`src/hw/eff_addr_pkg.sv`:
```
// Purpose: Shared constants for the effective address and timing block
// Assumes: 16-bit program counter and stack pointer, 24-bit address bus
// Notes: Mode codes are shared by the top module, mode_timing and the bench; long relative codes by the top module and the bench
`default_nettype none
package eff_addr_pkg;
    // =====================================================
    // Widths
    localparam int ADDR_W = 24;
    localparam int WORD_W = 16;
    localparam int BYTE_W = 8;
    localparam logic [7:0] ZERO_BANK = 8'h00;
    localparam logic [7:0] PAGE_ZERO_LOW = 8'h00;

    // =====================================================
    // Addressing modes
    typedef enum logic [4:0] {
        M_ABS = 5'h00, M_ABS_IDX_IND = 5'h01, M_ABS_IND = 5'h02, M_ABS_LONG = 5'h03,
        M_ABS_LONG_X = 5'h04, M_ABS_X = 5'h05, M_ABS_Y = 5'h06, M_ACC = 5'h07,
        M_BLOCK = 5'h08, M_DIR = 5'h09, M_DIR_IDX_IND = 5'h0A, M_DIR_IND = 5'h0B,
        M_DIR_IND_Y = 5'h0C, M_DIR_IND_LONG_Y = 5'h0D, M_DIR_IND_LONG = 5'h0E,
        M_DIR_X = 5'h0F, M_DIR_Y = 5'h10, M_IMM = 5'h11, M_IMPL = 5'h12,
        M_REL = 5'h13, M_REL_LONG = 5'h14, M_STACK = 5'h15, M_STACK_REL = 5'h16,
        M_STACK_REL_IND_Y = 5'h17
    } addr_mode_e;

    // Long relative use
    localparam logic LONG_OP_BRANCH = 1'b0;
    localparam logic LONG_OP_PUSH = 1'b1;

    // =====================================================
    // Cycle and length figures
    localparam logic [3:0] CYC_2 = 4'h2;
    localparam logic [3:0] CYC_3 = 4'h3;
    localparam logic [3:0] CYC_4 = 4'h4;
    localparam logic [3:0] CYC_5 = 4'h5;
    localparam logic [3:0] CYC_6 = 4'h6;
    localparam logic [3:0] CYC_7 = 4'h7;
    localparam logic [3:0] CYC_STACK_MIN = 4'h3;
    localparam logic [3:0] CYC_STACK_MAX = 4'h8;
    localparam logic [2:0] LEN_1 = 3'h1;
    localparam logic [2:0] LEN_2 = 3'h2;
    localparam logic [2:0] LEN_3 = 3'h3;
    localparam logic [2:0] LEN_4 = 3'h4;
    localparam logic [3:0] ADD_ONE = 4'h1;
    localparam logic [3:0] RMW_ADD_NARROW = 4'h2;
    localparam logic [3:0] RMW_ADD_WIDE = 4'h3;
endpackage : eff_addr_pkg
`default_nettype wire

```
`src/hw/addr_mode_eff_addr_timing.sv`:
```
// Operation
// - Long relative: sign-extend 16-bit offset, add to next PC; long branch loads it.
// - Push relative address pushes the long relative sum; PC stays unchanged by it.
// - Short branch adds signed byte to next PC only when condition true.
// - Relative computations change only the 16-bit PC; program bank never changes.
// - Stack accesses and interrupt vector fetches always use bank zero.
// - Stack relative: address is stack pointer plus unsigned byte, bank forced zero.
// - Stack relative indirect: pointer in bank zero, data bank high, plus Y.
// - Absolute family cycles 4,4,4,5,5,5,6; lengths 3, long forms 4.
// - Direct family cycles 3,4,4,5,5,6,6,6; all two bytes.
// - Accumulator/implied 2/1, immediate 2/2, block 7/3, short 2/2, long 3/3.
// - Stack 3-8 cycles 1-4 bytes; stack relative 4/2; indirect form 7/2.
// - Marked indexed modes add a cycle when the index crosses a page.
// - A taken relative branch adds one cycle.
// - Direct family adds a cycle when direct register low byte is nonzero.
// - Read-modify-write adds 2 cycles in 8-bit, 3 in 16-bit accumulator width.
//
// Purpose: Effective address and cycle/length calculation for one instruction step
// Assumes: Sequencer presents operands with calc_i; pointer fetch data via ptr_i
// Notes: Results register one cycle after calc_i with clk_en_i high
`default_nettype none
module addr_mode_eff_addr_timing
    import eff_addr_pkg::*;
(
    input wire logic clk_i,
    input wire logic rst_i,
    input wire logic clk_en_i,
    input wire logic calc_i,
    input wire logic [4:0] mode_i,
    input wire logic long_op_i,
    input wire logic branch_cond_i,
    input wire logic rmw_i,
    input wire logic stack_access_i,
    input wire logic vector_fetch_i,
    input wire logic [15:0] vector_addr_i,
    input wire logic [7:0] operand_lo_i,
    input wire logic [7:0] operand_hi_i,
    input wire logic [7:0] operand_bank_i,
    input wire logic [15:0] pc_next_i,
    input wire logic [15:0] stack_ptr_i,
    input wire logic [15:0] x_index_i,
    input wire logic [15:0] y_index_i,
    input wire logic [15:0] direct_reg_i,
    input wire logic [7:0] program_bank_reg_i,
    input wire logic [7:0] data_bank_reg_i,
    input wire logic [15:0] ptr_i,
    input wire logic acc_wide_i,
    input wire logic idx_wide_i,
    input wire logic [3:0] stack_cycles_i,
    input wire logic [2:0] stack_len_i,
    output logic [23:0] eff_addr_o,
    output logic [23:0] ptr_addr_o,
    output logic [15:0] pc_load_o,
    output logic pc_load_en_o,
    output logic [15:0] push_value_o,
    output logic push_en_o,
    output logic [7:0] program_bank_o,
    output logic [3:0] cycles_o,
    output logic [2:0] length_o,
    output logic valid_o
);
    // =====================================================
    // Helpers
    function automatic logic [15:0] sext8(input logic [7:0] v);
        sext8 = {{8{v[7]}}, v};
    endfunction : sext8

    function automatic logic [23:0] in_bank(input logic [7:0] bank, input logic [15:0] lo);
        in_bank = {bank, lo};
    endfunction : in_bank

    // =====================================================
    // Combinational address path
    addr_mode_e mode;
    logic [15:0] operand16;
    logic [15:0] rel_sum;
    logic [15:0] sp_sum;
    logic [23:0] add_a;
    logic [23:0] add_b;
    logic [23:0] add_sum;
    logic add_cross;
    logic [3:0] base_cycles;
    logic [2:0] base_len;
    logic [23:0] eff_next;
    logic [23:0] ptr_next;
    logic pc_en_next;
    logic push_en_next;
    logic [3:0] cycles_next;
    logic [2:0] len_next;
    logic indexed_mark;
    logic wide_mark;
    logic direct_family;

    assign mode = addr_mode_e'(mode_i);
    assign operand16 = {operand_hi_i, operand_lo_i};

    assign rel_sum = (mode == M_REL_LONG) ? pc_next_i + operand16 : pc_next_i + sext8(operand_lo_i);

    // unsigned offset, wraps within bank zero
    assign sp_sum = stack_ptr_i + {8'h00, operand_lo_i};

    always_comb begin
        add_a = in_bank(data_bank_reg_i, operand16);
        add_b = 24'h000000;
        case (mode)
            M_ABS_X: begin add_a = in_bank(data_bank_reg_i, operand16); add_b = {8'h00, x_index_i}; end
            M_ABS_Y: begin add_a = in_bank(data_bank_reg_i, operand16); add_b = {8'h00, y_index_i}; end
            M_ABS_LONG_X: begin add_a = {operand_bank_i, operand16}; add_b = {8'h00, x_index_i}; end
            // base from pointer and data bank, plus Y
            M_DIR_IND_Y, M_STACK_REL_IND_Y: begin
                add_a = in_bank(data_bank_reg_i, ptr_i);
                add_b = {8'h00, y_index_i};
            end
            default: begin add_a = in_bank(data_bank_reg_i, operand16); add_b = 24'h000000; end
        endcase
    end

    addr_adder u_adder (
        .a_i(add_a),
        .b_i(add_b),
        .sum_o(add_sum),
        .page_cross_o(add_cross)
    );

    mode_timing u_timing (
        .mode_i(mode_i),
        .stack_cycles_i(stack_cycles_i),
        .stack_len_i(stack_len_i),
        .base_cycles_o(base_cycles),
        .base_len_o(base_len)
    );

    always_comb begin
        eff_next = add_sum;
        ptr_next = in_bank(ZERO_BANK, 16'h0000);
        pc_en_next = 1'b0;
        push_en_next = 1'b0;
        case (mode)
            M_ABS, M_ABS_X, M_ABS_Y, M_ABS_LONG_X, M_DIR_IND_Y: eff_next = add_sum;
            M_ABS_LONG: eff_next = {operand_bank_i, operand16};
            M_DIR, M_DIR_X, M_DIR_Y: eff_next = in_bank(ZERO_BANK,
                direct_reg_i + {8'h00, operand_lo_i} +
                ((mode == M_DIR_X) ? x_index_i : (mode == M_DIR_Y) ? y_index_i : 16'h0000));
            M_REL: begin
                eff_next = in_bank(program_bank_reg_i, rel_sum);
                pc_en_next = branch_cond_i;
            end
            M_REL_LONG: begin
                eff_next = in_bank(program_bank_reg_i, rel_sum);
                // branch loads PC, push leaves it
                pc_en_next = (long_op_i == LONG_OP_BRANCH);
                push_en_next = (long_op_i == LONG_OP_PUSH);
            end
            M_STACK_REL: eff_next = in_bank(ZERO_BANK, sp_sum);
            M_STACK_REL_IND_Y: begin
                ptr_next = in_bank(ZERO_BANK, sp_sum);
                eff_next = add_sum;
            end
            default: eff_next = add_sum;
        endcase
        // stack and vector accesses in bank zero
        if (vector_fetch_i) begin
            eff_next = in_bank(ZERO_BANK, vector_addr_i);
        end else if (stack_access_i) begin
            eff_next = in_bank(ZERO_BANK, stack_ptr_i);
        end
    end

    // =====================================================
    // Cycle extras
    assign indexed_mark = (mode == M_ABS_X) || (mode == M_ABS_Y) || (mode == M_DIR_IND_Y);
    assign direct_family = (mode == M_DIR) || (mode == M_DIR_X) || (mode == M_DIR_Y) ||
                           (mode == M_DIR_IND) || (mode == M_DIR_IND_Y) || (mode == M_DIR_IDX_IND) ||
                           (mode == M_DIR_IND_LONG) || (mode == M_DIR_IND_LONG_Y);
    // Width-sensitive modes: all but accumulator, implied, block, both relative, stack and the two absolute indirect modes
    assign wide_mark = !((mode == M_ACC) || (mode == M_IMPL) || (mode == M_BLOCK) || (mode == M_REL) ||
                         (mode == M_REL_LONG) || (mode == M_STACK) || (mode == M_ABS_IND) ||
                         (mode == M_ABS_IDX_IND));

    always_comb begin
        cycles_next = base_cycles;
        len_next = base_len;
        if (indexed_mark && add_cross) begin
            cycles_next = cycles_next + ADD_ONE;
        end
        if (mode == M_REL && branch_cond_i) begin
            cycles_next = cycles_next + ADD_ONE;
        end
        if (mode == M_REL_LONG && long_op_i == LONG_OP_BRANCH) begin
            cycles_next = cycles_next + ADD_ONE;
        end
        if (wide_mark && (acc_wide_i || idx_wide_i)) begin
            cycles_next = cycles_next + ADD_ONE;
            if (mode == M_IMM) begin
                len_next = len_next + LEN_1;
            end
        end
        if (direct_family && direct_reg_i[7:0] != PAGE_ZERO_LOW) begin
            cycles_next = cycles_next + ADD_ONE;
        end
        if (rmw_i) begin
            cycles_next = cycles_next + (acc_wide_i ? RMW_ADD_WIDE : RMW_ADD_NARROW);
        end
    end

    // =====================================================
    // Registered results
    always_ff @(posedge clk_i or posedge rst_i) begin
        if (rst_i) begin
            eff_addr_o <= 24'h000000;
            ptr_addr_o <= 24'h000000;
            pc_load_o <= 16'h0000;
            pc_load_en_o <= 1'b0;
            push_value_o <= 16'h0000;
            push_en_o <= 1'b0;
            cycles_o <= 4'h0;
            length_o <= 3'h0;
            valid_o <= 1'b0;
        end else if (clk_en_i) begin
            valid_o <= calc_i;
            pc_load_en_o <= calc_i & pc_en_next;
            push_en_o <= calc_i & push_en_next;
            if (calc_i) begin
                eff_addr_o <= eff_next;
                ptr_addr_o <= ptr_next;
                pc_load_o <= rel_sum;
                push_value_o <= rel_sum;
                cycles_o <= cycles_next;
                length_o <= len_next;
            end
        end
    end

    always_ff @(posedge clk_i or posedge rst_i) begin
        if (rst_i) begin
            program_bank_o <= 8'h00;
        end else if (clk_en_i) begin
            program_bank_o <= program_bank_reg_i;
        end
    end
endmodule : addr_mode_eff_addr_timing
`default_nettype wire

```
`src/hw/mode_timing.sv`:
```
// Purpose: Base cycle count and instruction length per addressing mode
// Assumes: Stack mode figures come from the sequencer within 3-8 and 1-4
// Notes: Combinational; extras are added by the top module
`default_nettype none
module mode_timing
    import eff_addr_pkg::*;
(
    input wire logic [4:0] mode_i,
    input wire logic [3:0] stack_cycles_i,
    input wire logic [2:0] stack_len_i,
    output logic [3:0] base_cycles_o,
    output logic [2:0] base_len_o
);
    // =====================================================
    // Table
    always_comb begin
        base_cycles_o = CYC_2;
        base_len_o = LEN_1;
        case (addr_mode_e'(mode_i))
            M_ABS, M_ABS_X, M_ABS_Y: begin base_cycles_o = CYC_4; base_len_o = LEN_3; end
            M_ABS_LONG, M_ABS_LONG_X: begin base_cycles_o = CYC_5; base_len_o = LEN_4; end
            M_ABS_IND: begin base_cycles_o = CYC_5; base_len_o = LEN_3; end
            M_ABS_IDX_IND: begin base_cycles_o = CYC_6; base_len_o = LEN_3; end
            M_DIR: begin base_cycles_o = CYC_3; base_len_o = LEN_2; end
            M_DIR_X, M_DIR_Y: begin base_cycles_o = CYC_4; base_len_o = LEN_2; end
            M_DIR_IND, M_DIR_IND_Y: begin base_cycles_o = CYC_5; base_len_o = LEN_2; end
            M_DIR_IDX_IND, M_DIR_IND_LONG, M_DIR_IND_LONG_Y: begin
                base_cycles_o = CYC_6;
                base_len_o = LEN_2;
            end
            M_ACC, M_IMPL: begin base_cycles_o = CYC_2; base_len_o = LEN_1; end
            M_IMM: begin base_cycles_o = CYC_2; base_len_o = LEN_2; end
            M_BLOCK: begin base_cycles_o = CYC_7; base_len_o = LEN_3; end
            M_REL: begin base_cycles_o = CYC_2; base_len_o = LEN_2; end
            M_REL_LONG: begin base_cycles_o = CYC_3; base_len_o = LEN_3; end
            M_STACK: begin
                base_cycles_o = (stack_cycles_i < CYC_STACK_MIN) ? CYC_STACK_MIN :
                                (stack_cycles_i > CYC_STACK_MAX) ? CYC_STACK_MAX : stack_cycles_i;
                base_len_o = (stack_len_i < LEN_1) ? LEN_1 : (stack_len_i > LEN_4) ? LEN_4 : stack_len_i;
            end
            M_STACK_REL: begin base_cycles_o = CYC_4; base_len_o = LEN_2; end
            M_STACK_REL_IND_Y: begin base_cycles_o = CYC_7; base_len_o = LEN_2; end
            default: begin base_cycles_o = CYC_2; base_len_o = LEN_1; end
        endcase
    end
endmodule : mode_timing
`default_nettype wire

```
`src/hw/addr_adder.sv`:
```
// Purpose: Shared 24-bit adder for effective address arithmetic
// Assumes: Operands already aligned by the caller
// Notes: Also reports a carry out of the low byte for page crossing
`default_nettype none
module addr_adder
    import eff_addr_pkg::*;
(
    input wire logic [23:0] a_i,
    input wire logic [23:0] b_i,
    output logic [23:0] sum_o,
    output logic page_cross_o
);
    logic [8:0] low_sum;
    // =====================================================
    // Sum
    assign sum_o = a_i + b_i;
    assign low_sum = {1'b0, a_i[7:0]} + {1'b0, b_i[7:0]};
    // A carry out of the low byte moves the address into the next page
    assign page_cross_o = low_sum[8];
endmodule : addr_adder
`default_nettype wire

```
`config.mk`:
```
export PLATFORM = sky130hd
export DESIGN_NAME = addr_mode_eff_addr_timing
export DESIGN_NICKNAME = d
export VERILOG_FILES = /design/src/hw/eff_addr_pkg.sv /design/src/hw/addr_mode_eff_addr_timing.sv /design/src/hw/mode_timing.sv /design/src/hw/addr_adder.sv
export SDC_FILE = /design/constraint.sdc
export NUM_CORES = 1
export LEC_CHECK = 0
export ABC_AREA = 1
export ABC_CLOCK_PERIOD_IN_PS = 1900
export BUFFER_PORTS_ARGS = -buffer_cell sky130_fd_sc_hd__buf_2
export CAP_MARGIN = 20
export CORE_MARGIN = 3
export CORE_UTILIZATION = 49
export DETAILED_ROUTE_END_ITERATION = 8
export PLACE_DENSITY = 0.86
export SETUP_SLACK_MARGIN = 0.5
export SYNTH_ARGS = -nofsm -noshare
export SYNTH_HDL_FRONTEND = slang
export SYNTH_HIERARCHICAL = 1
export SYNTH_SLANG_ARGS = --single-unit
```
`constraint.sdc`:
```
create_clock -name clk_i -period 1.9 [get_ports clk_i]
set_input_delay 0 -clock clk_i [delete_from_list [all_inputs] [get_ports clk_i]]
set_output_delay 0 -clock clk_i [all_outputs]
set_load 0.01 [all_outputs]
```
==> reports/results.txt, run 1 <==
Measured along the y axis, the die boundary spans 147 µm. The buffer cell driving the clock tree root was sky130_fd_sc_hd__clkbuf_16. The floorplan has 51 rows. The arithmetic-cell share of the synthesized area counting full adders, half adders and majority gates was 0.119. The logs give 0.00977 mm² for the mapped cell area and 0.701 for the total track usage. Xor-xnor portion of the synthesized cell area: 0.0350.

The stage at which the flow ended was global routing (5_1_grt). In the post-synthesis netlist, the biggest area contributors are sky130_fd_sc_hd__dfrtp_1 19%, sky130_fd_sc_hd__nand2_1 18%, sky130_fd_sc_hd__ha_1 9.5%. The tools report the count of mapped cells out of synthesis as 1,566. The run gives 33,300 µm as the half-perimeter wire length of the detailed placement result. The width of the die came out at 147 µm.

After the last repair the worst path ends at a sequential cell input. The run stopped with a tool error. Count of input and output buffers: 264. In this run, placement finished with an instance count of 2,337. Of all cell types, the one taking the most synthesized area is sky130_fd_sc_hd__dfrtp_1. The synthesized area per cell is 6.24 µm². Counting distinct cell types in the post-synthesis netlist gives 50.

The pin count of the biggest net entering global routing was 80; the I/O pin count was 273. The compound-cell area share of the yosys netlist works out to 0.161. By area, the combinational part of the netlist is dominated by simple AND/OR/NAND/NOR gates.

The number of buffers created by CTS is 9. CTS saw 74 sinks. The top-area cell type share of the netlist area came out at 0.190.

The first error in the log reads "[ERROR GRT-0232] Routing congestion too high. Check the congestion heatmap in the GUI". For the routability congestion estimate, the log shows 1.05. In this run the deepest clock path goes through 2 buffers. The flip-flop and latch count after synthesis was 74. The simple-gate area share of the yosys netlist was 0.338. The logs give 21 for the aggregate global routing overflow and 0.190 for the sequential cell area fraction in the yosys report. The run gives 0.500 as the initial standard-cell utilization of the core. The tools report the worst endpoint from the post-global-route timing repair as cycles_o[1]$_DFFE_PP0P_/D. The run gives 6 as the count of yosys warnings during synthesis. The run gives 3 as the number of levels the H-tree was split into. The multiplexer fraction of the synthesized cell area was 0.0300.
[stage by stage]
stage	cell area [µm²]	util	hold WS, ps	worst slack [ps]
after detailed placement	13900	0.710	142	-2320
after global placement	13900	0.710	139	-2200
after floorplan	10400	-	113	-2260
after CTS	15900	0.817	1.32	-1740
[layer usage]
layer / GRT usage / overflow
met1: 0.668 / 0
met4: 0.674 / 10
met2: 0.876 / 10
met3: 0.596 / 1
met5: 0.255 / 0
[timing repair]
item	in CTS
buffers inserted	53
hold endpoints to repair	103
pin swaps	158
hold buffers	30
gates resized for setup	270
endpoints found under the setup margin	53
cloned	1
[Yosys cell counts (all sizes together)]
master / instances
nor2: 115
a21boi: 3
a22oi: 1
or2: 10
clkinv: 3
o31ai: 2
mux2: 26
a22o: 1
nand4: 13
nand3b: 6
conb: 1
a21o: 1
nand2: 482
inv: 239
o32ai: 1
fa: 12
o21bai: 2
a31oi: 3
xor2: 26
xnor2: 13
buf: 31
nor4: 4
dfrtp: 74
o21ai: 127
nor3: 5
clkbuf: 28
and2: 1
nand3: 119
a221oi: 7
o22ai: 25
o2111ai: 4
a211oi: 4
o211ai: 11
a21oi: 92
ha: 74
[logic make-up after synthesis]
family / count (synthesis)
DFF: 74
and+or+nand+nor: 755
buffers and inverters: 301
muxes: 26
other: 1
xor gates and xnor gates: 39
AOI/OAI and AO/OA: 284
adders and majority gates: 86
==> run 2, diff against run 1 <==
--- a/config.mk
+++ b/config.mk
@@ -6,14 +6,13 @@
 export NUM_CORES = 1
 export LEC_CHECK = 0
 export ABC_AREA = 1
-export ABC_CLOCK_PERIOD_IN_PS = 1900
+export ABC_CLOCK_PERIOD_IN_PS = 2500
 export BUFFER_PORTS_ARGS = -buffer_cell sky130_fd_sc_hd__buf_2
 export CAP_MARGIN = 20
 export CORE_MARGIN = 3
-export CORE_UTILIZATION = 49
+export CORE_UTILIZATION = 35
 export DETAILED_ROUTE_END_ITERATION = 8
-export PLACE_DENSITY = 0.86
-export SETUP_SLACK_MARGIN = 0.5
+export PLACE_DENSITY_LB_ADDON = 0.15
 export SYNTH_ARGS = -nofsm -noshare
 export SYNTH_HDL_FRONTEND = slang
 export SYNTH_HIERARCHICAL = 1
==> constraint.sdc (replaced) <==
create_clock -name clk_i -period 2.5 [get_ports clk_i]
set_input_delay 0 -clock clk_i [delete_from_list [all_inputs] [get_ports clk_i]]
set_output_delay 0 -clock clk_i [all_outputs]
set_load 0.01 [all_outputs]
==> reports/results.txt, run 2 <==
The multiplexer fraction of the synthesized cell area was 0.0300 (unchanged); the initial antenna violation count was 2. The setup check on the worst reg-to-reg path leaves a slack of 1740 ps. The switching share of power was 0.407. The run gives 0.965 (-8.0%) as the routability congestion estimate. The compound-cell area share of the yosys netlist is 0.161 (unchanged). The run gives 0.424 as the worst relative slew slack. The sum of internal, switching and leakage power is 6.17 mW, and the number of flops mapped to enable cells by yosys is 0 (unchanged). First-pass GRT wire length: 64,800 µm. The top-area cell type share of the netlist area works out to 0.190 (unchanged). The sequential standard cell area is 0.00185 mm², and the pre-CTS worst setup slack is -1780 ps (+538 ps). Leaving out fill and tap cells, the most frequent cell in the layout is sky130_fd_sc_hd__nand2_1. In the final layout, the registers with the most flip-flops are eff_addr_o x24, ptr_addr_o x16, push_value_o x16.

The clock arrives with 0 ps of skew. The total track usage came out at 0.273. For the number of iterations in the first detailed-routing pass, the log shows 5. The final layout contains routed wiring with a total length of 43,000 µm. The detailed router placed 12,400 vias in this run. The worst register-to-register path ends at program_bank_o[4]$_DFFE_PP0P_.

TritonCTS built the clock tree. The slew at the pin closest to its max-slew limit is 863 ps. Setup repair after global routing could not meet its margin everywhere. The count of endpoints failing setup in the final report was 18. The kind of critical path is in -> reg. The tools report the reg-to-reg critical path startpoint as program_bank_o[4]$_DFFE_PP0P_. The share of async-settable or async-resettable flops after synthesis was 1.00 (unchanged). The ratio of final minimum period to clock period is 1.49. The flip-flop and latch count after synthesis works out to 74 (unchanged). For the final routed database, the setup TNS stands at -10,280 ps. The width of the die was 173 µm (+18%). The floorplan step defined a core boundary enclosing 0.0272 mm². The smallest setup slack after layout came out at -1230 ps. The die outline height is 173 µm (+18%), and the filler cell count is 2,711.

The mapped cell area is 0.00977 mm² (unchanged), and the sequential share of power is 0.233. The tool flagged a number of max-cap violations equal to 0. Synthesized area per cell: 6.24 µm² (unchanged).

The worst setup path is captured at a flop. The class of the most critical hold timing path is in -> reg. The number of levels the H-tree was split into was 3 (unchanged); the switching power of the nets was 2.51 mW. The die covers 0.0299 mm².

The run gives 0.534 as the logic gate share of total power. The run finished, with violations left. The count of cells along the worst register-to-register path was 1; the data required time of the critical path was 2750 ps. The register with the most flip-flops in the layout has 24 of them. The xor-xnor portion of the synthesized cell area works out to 0.0350 (unchanged). For the half-perimeter wire length of the detailed placement result, the log shows 35,200 µm (+5.6%).

For the I/O pin count, the log shows 273 (unchanged). The tools report the type of element launching the critical path as a primary input. The top cell types in the final layout, fill and taps aside, are 426 x sky130_fd_sc_hd__nand2_1, 286 x sky130_fd_sc_hd__buf_4, 259 x sky130_fd_sc_hd__buf_2.

For the sequential cell area fraction in the yosys report, the log shows 0.190 (unchanged). After detailed routing, the average wire length per cell comes to 17.1 µm. The proportion of layout cells with a drive suffix above 1 was 0.408. Counting flops per register, the top entry is eff_addr_o. In the routed layout, each cell is associated on average with a via count of 4.93.

For the pin count of the biggest net entering global routing, the log shows 80. The tools report the number of antenna diodes as 0. The count of mapped cells out of synthesis is 1,566 (unchanged), and the number of buffers created by CTS is 9 (unchanged). On the worst path, the slowest cell contributes a delay of 360 ps. The tools report the number of global-route vias before repair as 12,200.

The tools report the final hold violation count as 0. The initial standard-cell utilization of the core is 0.359 (-0.141), and the arithmetic-cell share of the synthesized area counting full adders, half adders and majority gates is 0.119 (unchanged). Cell area power density: 396 mW/mm².

At the end of the flow, the number of nets in the layout was 2,398. By instance count, the leading cell after synthesis is sky130_fd_sc_hd__nand2_1. The clock sink count was 74 (unchanged); the buffer levels on the longest clock path was 2 (unchanged).

Cell with the biggest individual delay on the critical path: sky130_fd_sc_hd__fa_2. After global routing the overflow that remains totals 0. The clock network fraction of total power came out at 0.233. The count of input and output buffers is 264 (unchanged), and the data arrival time of the critical path is 3980 ps.

For this run, the leading register cell type out of synthesis is sky130_fd_sc_hd__dfrtp_1. Main combinational cell family by area after synthesis: simple AND/OR/NAND/NOR gates. The cell sitting at the root of the clock tree is a sky130_fd_sc_hd__clkbuf_16. The logs give 8.46 nW for the leakage power and 708 for the detailed router's first-iteration violation count. Of all nets on the critical path, the largest fanout is 4. Worst ir drop on vdd: 0.354 mV. For hold timing, the worst endpoint is eff_addr_o[23]$_DFFE_PP0P_.

Along the worst hold path, the cell count comes to 3. The logs give 0 for the detailed-route DRC error count and 60 (+18%) for the number of rows created at floorplan. The final reports fail on negative setup slack. The layout overhead on the synthesized area came out at 59.5%. The commonest cells after synthesis are 462 x sky130_fd_sc_hd__nand2_1, 228 x sky130_fd_sc_hd__inv_1, 123 x sky130_fd_sc_hd__o21ai_0, 109 x sky130_fd_sc_hd__nand3_1, 98 x sky130_fd_sc_hd__nor2_1. The clock input transition at the sequential cells of the worst setup and hold paths was 70 ps.

In the post-synthesis netlist, the biggest area contributors are sky130_fd_sc_hd__dfrtp_1 19%, sky130_fd_sc_hd__nand2_1 18%, sky130_fd_sc_hd__ha_1 9.5%. The tools report the distinct cell type count of the synthesized netlist as 50 (unchanged). The dominant cell type by area after synthesis was sky130_fd_sc_hd__dfrtp_1.

The dominant cell type by count on the critical path was sky130_fd_sc_hd__nand2_4. The logs give 6 (unchanged) for the count of yosys warnings during synthesis and 0.268 GHz for the highest clock rate. Startpoint of the worst hold path: operand_bank_i[7]. Cell internal power was estimated by the tool at 3.66 mW. The multi-input combinational cells in the finished layout cover a total of 0.00789 mm².

The simple-gate area share of the yosys netlist was 0.338 (unchanged); the residual antenna-violating net count after detailed routing was 0. The clock latency at the later pin of the worst-skew pair was 360 ps; the minimum period implied by the final worst setup slack was 3730 ps. Max-slew violation count: 0.
## run 2: cell counts after synthesis
Identical to the previous run, type by type.
## run 2: area by class of cell
type / instances / area share
multi-input cells: 1206 / 0.506
repair buffers: 604 / 0.265
flip-flops and latches: 74 / 0.119
inverters: 242 / 0.0598
well taps: 372 / 0.0299
clock buffers: 9 / 0.0145
clock inverters: 7 / 0.00538
## run 2: through the flow
stage	util	hold WS, ps	area [µm²]	cells
2_1_floorplan	-	113	10100	1581
3_3_place_gp	0.500	203	13600	2431
3_5_place_dp	0.500	210	13600	2431
4_1_cts	0.533	8.45	14500	2493
5_1_grt	0.573	51.9	15600	2514
6_report	0.573	10.5	15600	2514
## run 2: kinds of logic (layout without fill, tap and decap cells)
logic type	Yosys count	count (layout)
xor+xnor	39	39
buf+inv	301	862
compound gates	284	284
fa+ha+maj	86	86
other cells	1	16
simple gates	755	755
mux	26	26
flops	74	74
## run 2: how the worst max path moves through the flow
stage	from	end	slack, ps	depth (start not counted)
2_1_floorplan	mode_i[2]	cycles_o[1]$_DFFE_PP0P_	-1690	33
3_3_place_gp	mode_i[2]	cycles_o[1]$_DFFE_PP0P_	-1700	34
3_5_place_dp	mode_i[2]	cycles_o[1]$_DFFE_PP0P_	-1780	34
4_1_cts	mode_i[1]	cycles_o[1]$_DFFE_PP0P_	-1130	34
5_1_grt	mode_i[2]	cycles_o[1]$_DFFE_PP0P_	-1410	33
6_report	mode_i[2]	cycles_o[1]$_DFFE_PP0P_	-1230	33
## run 2: what timing repair did
| action | CTS | global route |
|---|---|---|
| buffers inserted | 14 | 27 |
| endpoints found under the hold margin | 77 | 0 |
| pin swaps | 18 | 96 |
| hold buffers | 33 | 0 |
| gates resized for setup | 45 | 217 |
| setup endpoints to repair | 26 | 29 |
| gates cloned | 0 | 1 |
## run 2: power groups by stage
| stage | Combinational, mW | Clock [mW] | Sequential [mW] |
|---|---|---|---|
| detailed placement | 2.84 | 0 | 1.46 |
| finish | 3.30 | 1.44 | 1.44 |
| global placement | 2.82 | 0 | 1.46 |
| floorplan | 1.47 | 0 | 1.53 |
| global route | 3.61 | 1.51 | 1.46 |
| CTS | 2.95 | 1.46 | 1.44 |
## run 2: critical path, delay by kind of cell
family | cells | cell delay [ps]
compound gates | 4 | 480
fa+ha+maj | 5 | 1280
simple gates | 17 | 1780
buf+inv | 7 | 430
## run 2: layer usage
metal | GRT usage | up-vias | routed length [µm]
li1 | - | 6205 | -
met1 | 0.337 | 5702 | 17800
met2 | 0.472 | 410 | 20900
met3 | 0.0472 | 82 | 2450
met4 | 0.109 | 4 | 1830
met5 | 0 | - | 27
Note: power is estimated with default switching activity, not from simulation.
==> run 3, diff against run 2 <==
--- a/config.mk
+++ b/config.mk
@@ -13,6 +13,7 @@
 export CORE_UTILIZATION = 35
 export DETAILED_ROUTE_END_ITERATION = 8
 export PLACE_DENSITY_LB_ADDON = 0.15
+export REMOVE_ABC_BUFFERS = 1
 export SYNTH_ARGS = -nofsm -noshare
 export SYNTH_HDL_FRONTEND = slang
 export SYNTH_HIERARCHICAL = 1
==> reports/results.txt, run 3 (synthesis gave the netlist of run 2 again) <==
The tools report the number of standard cells in the layout, taps in and fillers out as 2,530 (+0.64%). The aggregate global routing overflow is 0 (unchanged). The wire length per cell is 16.5 µm (-3.4%), and the cell area power density is 388 mW/mm² (-2.1%). For the internal power of the cells, the log shows 3.51 mW (-4.2%). The sequential share of power was 0.240 (+0.007); the number of flip-flops under the largest register name was 24 (unchanged).

Highest clock rate: 0.268 GHz (about the same). Among all stages on the critical path, the largest delay is contributed by sky130_fd_sc_hd__fa_2. The run finished, with violations left. The logs give 0.0134 mm² (-1.6%) for the cell area reported after detailed placement and 12,400 (-0.23%) for the total via count after detailed routing. The switching power of the nets is 2.45 mW (-2.3%), and the switching share of power is 0.411 (+0.00479). The tools report the data arrival time of the critical path as 3980 ps (about the same). The die footprint is 0.0299 mm² (unchanged). The most common library cell in the layout ignoring fill and taps is sky130_fd_sc_hd__nand2_1. The min-delay analysis places its worst path in the category in -> reg. The logs give 33,000 µm (-6.4%) for the half-perimeter wire length of the detailed placement result and 2 (unchanged) for the buffer levels on the longest clock path. For the I/O pin count, the log shows 273 (unchanged). From synthesis to final layout, the design area changed by 57.2%. The run gives 0 ps (unchanged) as the post-route clock skew.

Pre-CTS worst setup slack: -2440 ps (-658 ps). The clock input transition at the sequential cells of the worst setup and hold paths is 80 ps (about the same), and the die outline height is 173 µm (unchanged). For the first-pass GRT wire length, the log shows 64,400 µm (-0.66%). The tools report the cell count after placement as 2,431 (unchanged).

Setup repair after global routing could not meet its margin everywhere. The tools report the logic gate share of total power as 0.526 (-0.008). The logs give 5 (+3) for the initial antenna violation count and 0.955 (-1.1%) for the routability congestion estimate. The logs give 3 (unchanged) for the number of levels the H-tree was split into and 2750 ps (about the same) for the data required time of the critical path. Leakage power: 8.51 nW (+0.63%). The final reports fail on negative setup slack. For the detailed router's first-iteration violation count, the log shows 697 (-1.6%). The detailed-route DRC error count is 0 (unchanged), and the ratio of final minimum period to clock period is 1.49 (about the same). The via density per instance was 4.89 (-0.86%). The library cells used most frequently in the layout, excluding fill and tap cells, are 428 x sky130_fd_sc_hd__nand2_1, 295 x sky130_fd_sc_hd__buf_4, 259 x sky130_fd_sc_hd__buf_2.

The initial standard-cell utilization of the core is 0.359 (unchanged), and the residual antenna-violating net count after detailed routing is 0 (unchanged). Proportion of layout cells with a drive suffix above 1: 0.387 (-0.0216). The logs give 9 (unchanged) for the number of buffers created by CTS and 2,409 (+0.46%) for the number of nets at the end of the flow. TritonCTS built the clock tree.

The run gives 360 ps (about the same) as the clock latency at the later pin of the worst-skew pair. The number of global-route vias before repair was 12,200 (+0.32%). The count of cells along the worst register-to-register path was 1 (unchanged). Largest register by flop count: eff_addr_o.

The slew at the pin closest to its max-slew limit was 672 ps (-191 ps); the max-slew violation count was 0 (unchanged). The maximum single-stage delay on the critical path was 350 ps (about the same). The number of rows created at floorplan is 60 (unchanged), and the total track usage is 0.268 (-0.00444). The largest registers in the layout are eff_addr_o x24, ptr_addr_o x16, push_value_o x16. The minimum period implied by the final worst setup slack was 3730 ps (-0.480 ps); the placeable core region was 0.0272 mm² (unchanged). STA classifies the critical path endpoint as a flop. The clock network fraction of total power was 0.234 (about the same). Count of endpoints failing setup in the final report: 16 (-2). The worst setup path is of the in -> reg kind.

The run gives 0 (unchanged) as the number of maximum-capacitance violations. The number of iterations in the first detailed-routing pass is 7 (+2), and the width of the die is 173 µm (unchanged). The run gives 0 (unchanged) as the final hold violation count. Count of input and output buffers: 264 (unchanged). The tree is rooted in a sky130_fd_sc_hd__clkbuf_16. The final design area excluding fillers was 0.0154 mm² (-1.4%); the pin count of the biggest net entering global routing was 80 (unchanged). The worst ir drop on vdd was 0.257 mV (-27%); the total wirelength of the detailed-routed design was 41,800 µm (-2.8%).

The smallest setup slack after layout came out at -1230 ps (+0.480 ps). The clock sink count was 74 (unchanged). The hold slack is 16.3 ps (+5.77 ps). Worst relative slew slack: 0.551 (+0.127). The cell count of the worst hold path is 5 (+2). The largest driver fanout on the critical path was 6 (+2). The worst setup path is launched from a primary input.
-- run 3: final cells by class --
cell class	instances	area [µm²]
clock inverters	7	68.8
well taps	372	465
repair buffers	614	4240
flip-flops and latches	74	1850
diodes	5	12.5
inverters	242	935
multi-input cells	1207	7560
clock buffers	9	225
fillers	2732	11800
-- run 3: through the flow --
| stage | setup TNS (ps) | power, mW | utilization |
|---|---|---|---|
| 3_5_place_dp | -28800 | 4.12 | 0.492 |
| 5_1_grt | -12280 | 6.36 | 0.565 |
| 2_1_floorplan | -20540 | 2.81 | - |
| 4_1_cts | -9250 | 5.78 | 0.542 |
| 6_report | -8940 | 5.96 | 0.565 |
| 3_3_place_gp | -26970 | 4.10 | 0.492 |
-- run 3: worst paths after layout --
kind | slack [ps] | end | start
worst max-delay path | -1230 | cycles_o[1]$_DFFE_PP0P_ | mode_i[1]
worst min-delay path | 20 | eff_addr_o[11]$_DFFE_PP0P_ | stack_ptr_i[11]
worst max register to register | 1740 | program_bank_o[1]$_DFFE_PP0P_ | program_bank_o[1]$_DFFE_PP0P_
worst min register to register | 470 | eff_addr_o[15]$_DFFE_PP0P_ | eff_addr_o[15]$_DFFE_PP0P_
max in group asynchronous | 1600 | eff_addr_o[1]$_DFFE_PP0P_ | rst_i
min in group asynchronous | 230 | cycles_o[0]$_DFFE_PP0P_ | rst_i
-- run 3: power by group through the flow --
stage               combinational [mW]  sequential (mW)  clock, mW
floorplan                         1.25             1.56          0
global placement                  2.65             1.45          0
detailed placement                2.67             1.45          0
CTS                               2.93             1.43       1.42
global route                      3.44             1.45       1.47
finish                            3.13             1.43       1.40
-- run 3: layer usage --
| metal | wire length, µm | vias up | global-route usage |
|---|---|---|---|
| li1 | - | 6226 | - |
| met1 | 19000 | 5741 | 0.355 |
| met2 | 19800 | 347 | 0.457 |
| met3 | 1840 | 60 | 0.0347 |
| met4 | 1160 | 0 | 0.0814 |
| met5 | 0 | - | 0 |
-- run 3: critical path, delay by kind of cell --
kind | cells | cell delay (ps)
compound gates | 4 | 480
fa+ha+maj | 5 | 1280
buf+inv | 6 | 400
simple gates | 17 | 1800
-- run 3: what timing repair did --
| item | 4_1_cts | 5_1_grt |
|---|---|---|
| hold buffers | 35 | 0 |
| pin swaps | 57 | 80 |
| gates cloned | 1 | 0 |
| buffers inserted | 34 | 14 |
| setup endpoints to repair | 26 | 29 |
| resized for setup | 129 | 139 |
| endpoints found under the hold margin | 61 | 0 |
==> run 4, diff against run 3 <==
--- a/config.mk
+++ b/config.mk
@@ -12,7 +12,7 @@
 export CORE_MARGIN = 3
 export CORE_UTILIZATION = 35
 export DETAILED_ROUTE_END_ITERATION = 8
-export PLACE_DENSITY_LB_ADDON = 0.15
+export PLACE_DENSITY_LB_ADDON = 0.1
 export REMOVE_ABC_BUFFERS = 1
 export SYNTH_ARGS = -nofsm -noshare
 export SYNTH_HDL_FRONTEND = slang
==> reports/results.txt, run 4 (synthesis gave the netlist of run 2 again) <==
For the highest clock rate, the log shows 0.261 GHz (-2.7%). The ratio of final minimum period to clock period came out at 1.53 (+0.0413). The run gives 745 (+6.9%) as the detailed router's first-iteration violation count. The most common library cell in the layout ignoring fill and taps is sky130_fd_sc_hd__nand2_1. The count of endpoints failing setup in the final report came out at 18 (+2). The cell area power density is 390 mW/mm² (+0.42%), and the final design area excluding fillers is 0.0155 mm² (+0.90%). The worst relative slew slack is 0.401 (-0.150). The data required time of the critical path came out at 2740 ps (about the same). The first-pass GRT wire length came out at 63,900 µm (-0.77%). The number of global-route vias before repair was 12,100 (-0.81%). The slowest stage of the critical path belongs to the cell sky130_fd_sc_hd__fa_2.

The largest registers in the layout are eff_addr_o x24, ptr_addr_o x16, push_value_o x16. The total via count after detailed routing is 12,400 (+0.40%), and the maximum single-stage delay on the critical path is 350 ps (about the same). The via density per instance is 4.91 (+0.40%), and the max-slew violation count is 0 (unchanged). The largest driver fanout on the critical path came out at 5 (-1).

The width of the die works out to 173 µm (unchanged). The tools report the data arrival time of the critical path as 4080 ps (+100 ps). The slew at the pin closest to its max-slew limit was 898 ps (+226 ps); the final setup TNS was -9680 ps (-741 ps). The tools report the half-perimeter wire length of the detailed placement result as 32,500 µm (-1.4%).

Number of levels the H-tree was split into: 3 (unchanged). The logs give -1330 ps (-103 ps) for the smallest setup slack after layout and 8.51 nW (about the same) for the leakage power. The logs give 2,742 (+0.37%) for the filler cell count and 0.266 (-0.00273) for the total track usage.

The largest register by flop count is eff_addr_o. The clock sink count is 74 (unchanged). The buffer cell driving the clock tree root is sky130_fd_sc_hd__clkbuf_16. The checks that failed: negative hold slack, negative setup slack. In this run the worst hold path is classified as in -> reg. TritonCTS built the clock tree. The post-route clock skew was 0 ps (unchanged). For the final core utilization, the log shows 0.570 (+0.00511). Initial standard-cell utilization of the core: 0.359 (unchanged). The wire length per cell works out to 16.5 µm (-0.40%).

The run gives 0 (unchanged) as the aggregate global routing overflow. STA classifies the critical path startpoint as a primary input. The run gives -18.7 ps (-35.0 ps) as the hold slack. The number of flip-flops under the largest register name is 24 (unchanged), and the number of buffers created by CTS is 9 (unchanged).

The logs give 350 ps (about the same) for the clock latency at the later pin of the worst-skew pair and 0 (unchanged) for the residual antenna-violating net count after detailed routing. The layout overhead on the synthesized area came out at 58.7%. The tools report the placeable core region as 0.0272 mm² (unchanged).

Leaving out fill and tap cells, the most frequent cells in the layout are 427 x sky130_fd_sc_hd__nand2_1, 294 x sky130_fd_sc_hd__buf_4, 259 x sky130_fd_sc_hd__buf_2. The logs give 0.252 mV (-1.9%) for the worst ir drop on vdd and 0 (unchanged) for the detailed-route DRC error count. The proportion of layout cells with a drive suffix above 1 came out at 0.395 (+0.00799). The flow ran to the end, but the final reports show violations. The tools report the buffer levels on the longest clock path as 2 (unchanged). For the number of maximum-capacitance violations, the log shows 0 (unchanged). The minimum period implied by the final worst setup slack is 3830 ps (+103 ps). Setup repair after global routing could not meet its margin everywhere. STA classifies the critical path endpoint as a flop. The die outline height works out to 173 µm (unchanged). The critical path in this run is classified as in -> reg. The number of iterations in the first detailed-routing pass was 5 (-2). The pin count of the biggest net entering global routing is 80 (unchanged). The number of nets at the end of the flow is 2,411 (+0.083%).

The I/O pin count was 273 (unchanged); the count of input and output buffers was 264 (unchanged). The logs give 0.0133 mm² (-0.26%) for the cell area reported after detailed placement and 1 (+1) for the final hold violation count. For the routability congestion estimate, the log shows 0.945 (-1.1%). The number of rows created at floorplan is 60 (unchanged). Die footprint: 0.0299 mm² (unchanged). The initial antenna violation count came out at 4 (-1).

The clock input transition at the sequential cells of the worst setup and hold paths came out at 70 ps (about the same). The total wirelength of the detailed-routed design came out at 41,600 µm (-0.40%).
## run 4: layout make-up
cell class                 instances  area [µm²]  area share
clock inverter                     6        66.3     0.00428
multi-input combinational       1207        7680       0.496
antenna                            3        7.51    0.000484
tap                              372         465      0.0300
clock buffer                      10         229      0.0148
inverter                         242         922      0.0595
timing repair buffer             616        4270       0.276
sequential                        74        1850       0.119
## run 4: per-stage QoR
step | total power [mW] | instances | setup slack, ps
finish | 6.04 | 2530 | -1330
detailed placement | 4.10 | 2428 | -2310
global placement | 4.08 | 2428 | -2210
global route | 6.46 | 2530 | -1490
CTS | 5.85 | 2509 | -1280
floorplan | 2.81 | 1522 | -2290
## run 4: per-layer routing
| metal | vias up | track usage | wire [µm] |
|---|---|---|---|
| met5 | - | 0 | 16 |
| met4 | 2 | 0.0726 | 998 |
| met3 | 53 | 0.0351 | 1940 |
| met2 | 360 | 0.445 | 19500 |
| met1 | 5776 | 0.361 | 19200 |
| li1 | 6233 | - | - |
## run 4: what timing repair did
item | in CTS | in global routing
hold buffers | 35 | 0
pin swaps | 73 | 74
setup buffers | 33 | 20
endpoints found under the hold margin | 65 | 0
setup endpoints to repair | 26 | 27
resized for setup | 183 | 108
gates cloned | 0 | 3
## run 4: worst paths after layout
kind	start	end	slack, ps	cells after the start
max	mode_i[3]	cycles_o[1]$_DFFE_PP0P_	-1330	34
min	operand_bank_i[7]	eff_addr_o[23]$_DFFE_PP0P_	-20	3
max reg2reg	program_bank_o[1]$_DFFE_PP0P_	program_bank_o[1]$_DFFE_PP0P_	1750	1
min reg2reg	eff_addr_o[4]$_DFFE_PP0P_	eff_addr_o[4]$_DFFE_PP0P_	480	2
max in group asynchronous	rst_i	eff_addr_o[0]$_DFFE_PP0P_	1570	4
min in group asynchronous	rst_i	eff_addr_o[13]$_DFFE_PP0P_	260	3
## run 4: critical path, delay by kind of cell
family / cells / cell delay (ps)
AOI/OAI and AO/OA: 3 / 390
adders and majority gates: 5 / 1300
and+or+nand+nor: 18 / 1660
buffers and inverters: 8 / 730
## run 4: where the power goes
part	leakage [nW]	total (mW)	switching, mW	internal, mW
Sequential	0.947	1.43	0.0865	1.35
Clock	0.147	1.40	0.624	0.779
Combinational	7.42	3.20	1.72	1.49
Total	8.51	6.04	2.43	3.61
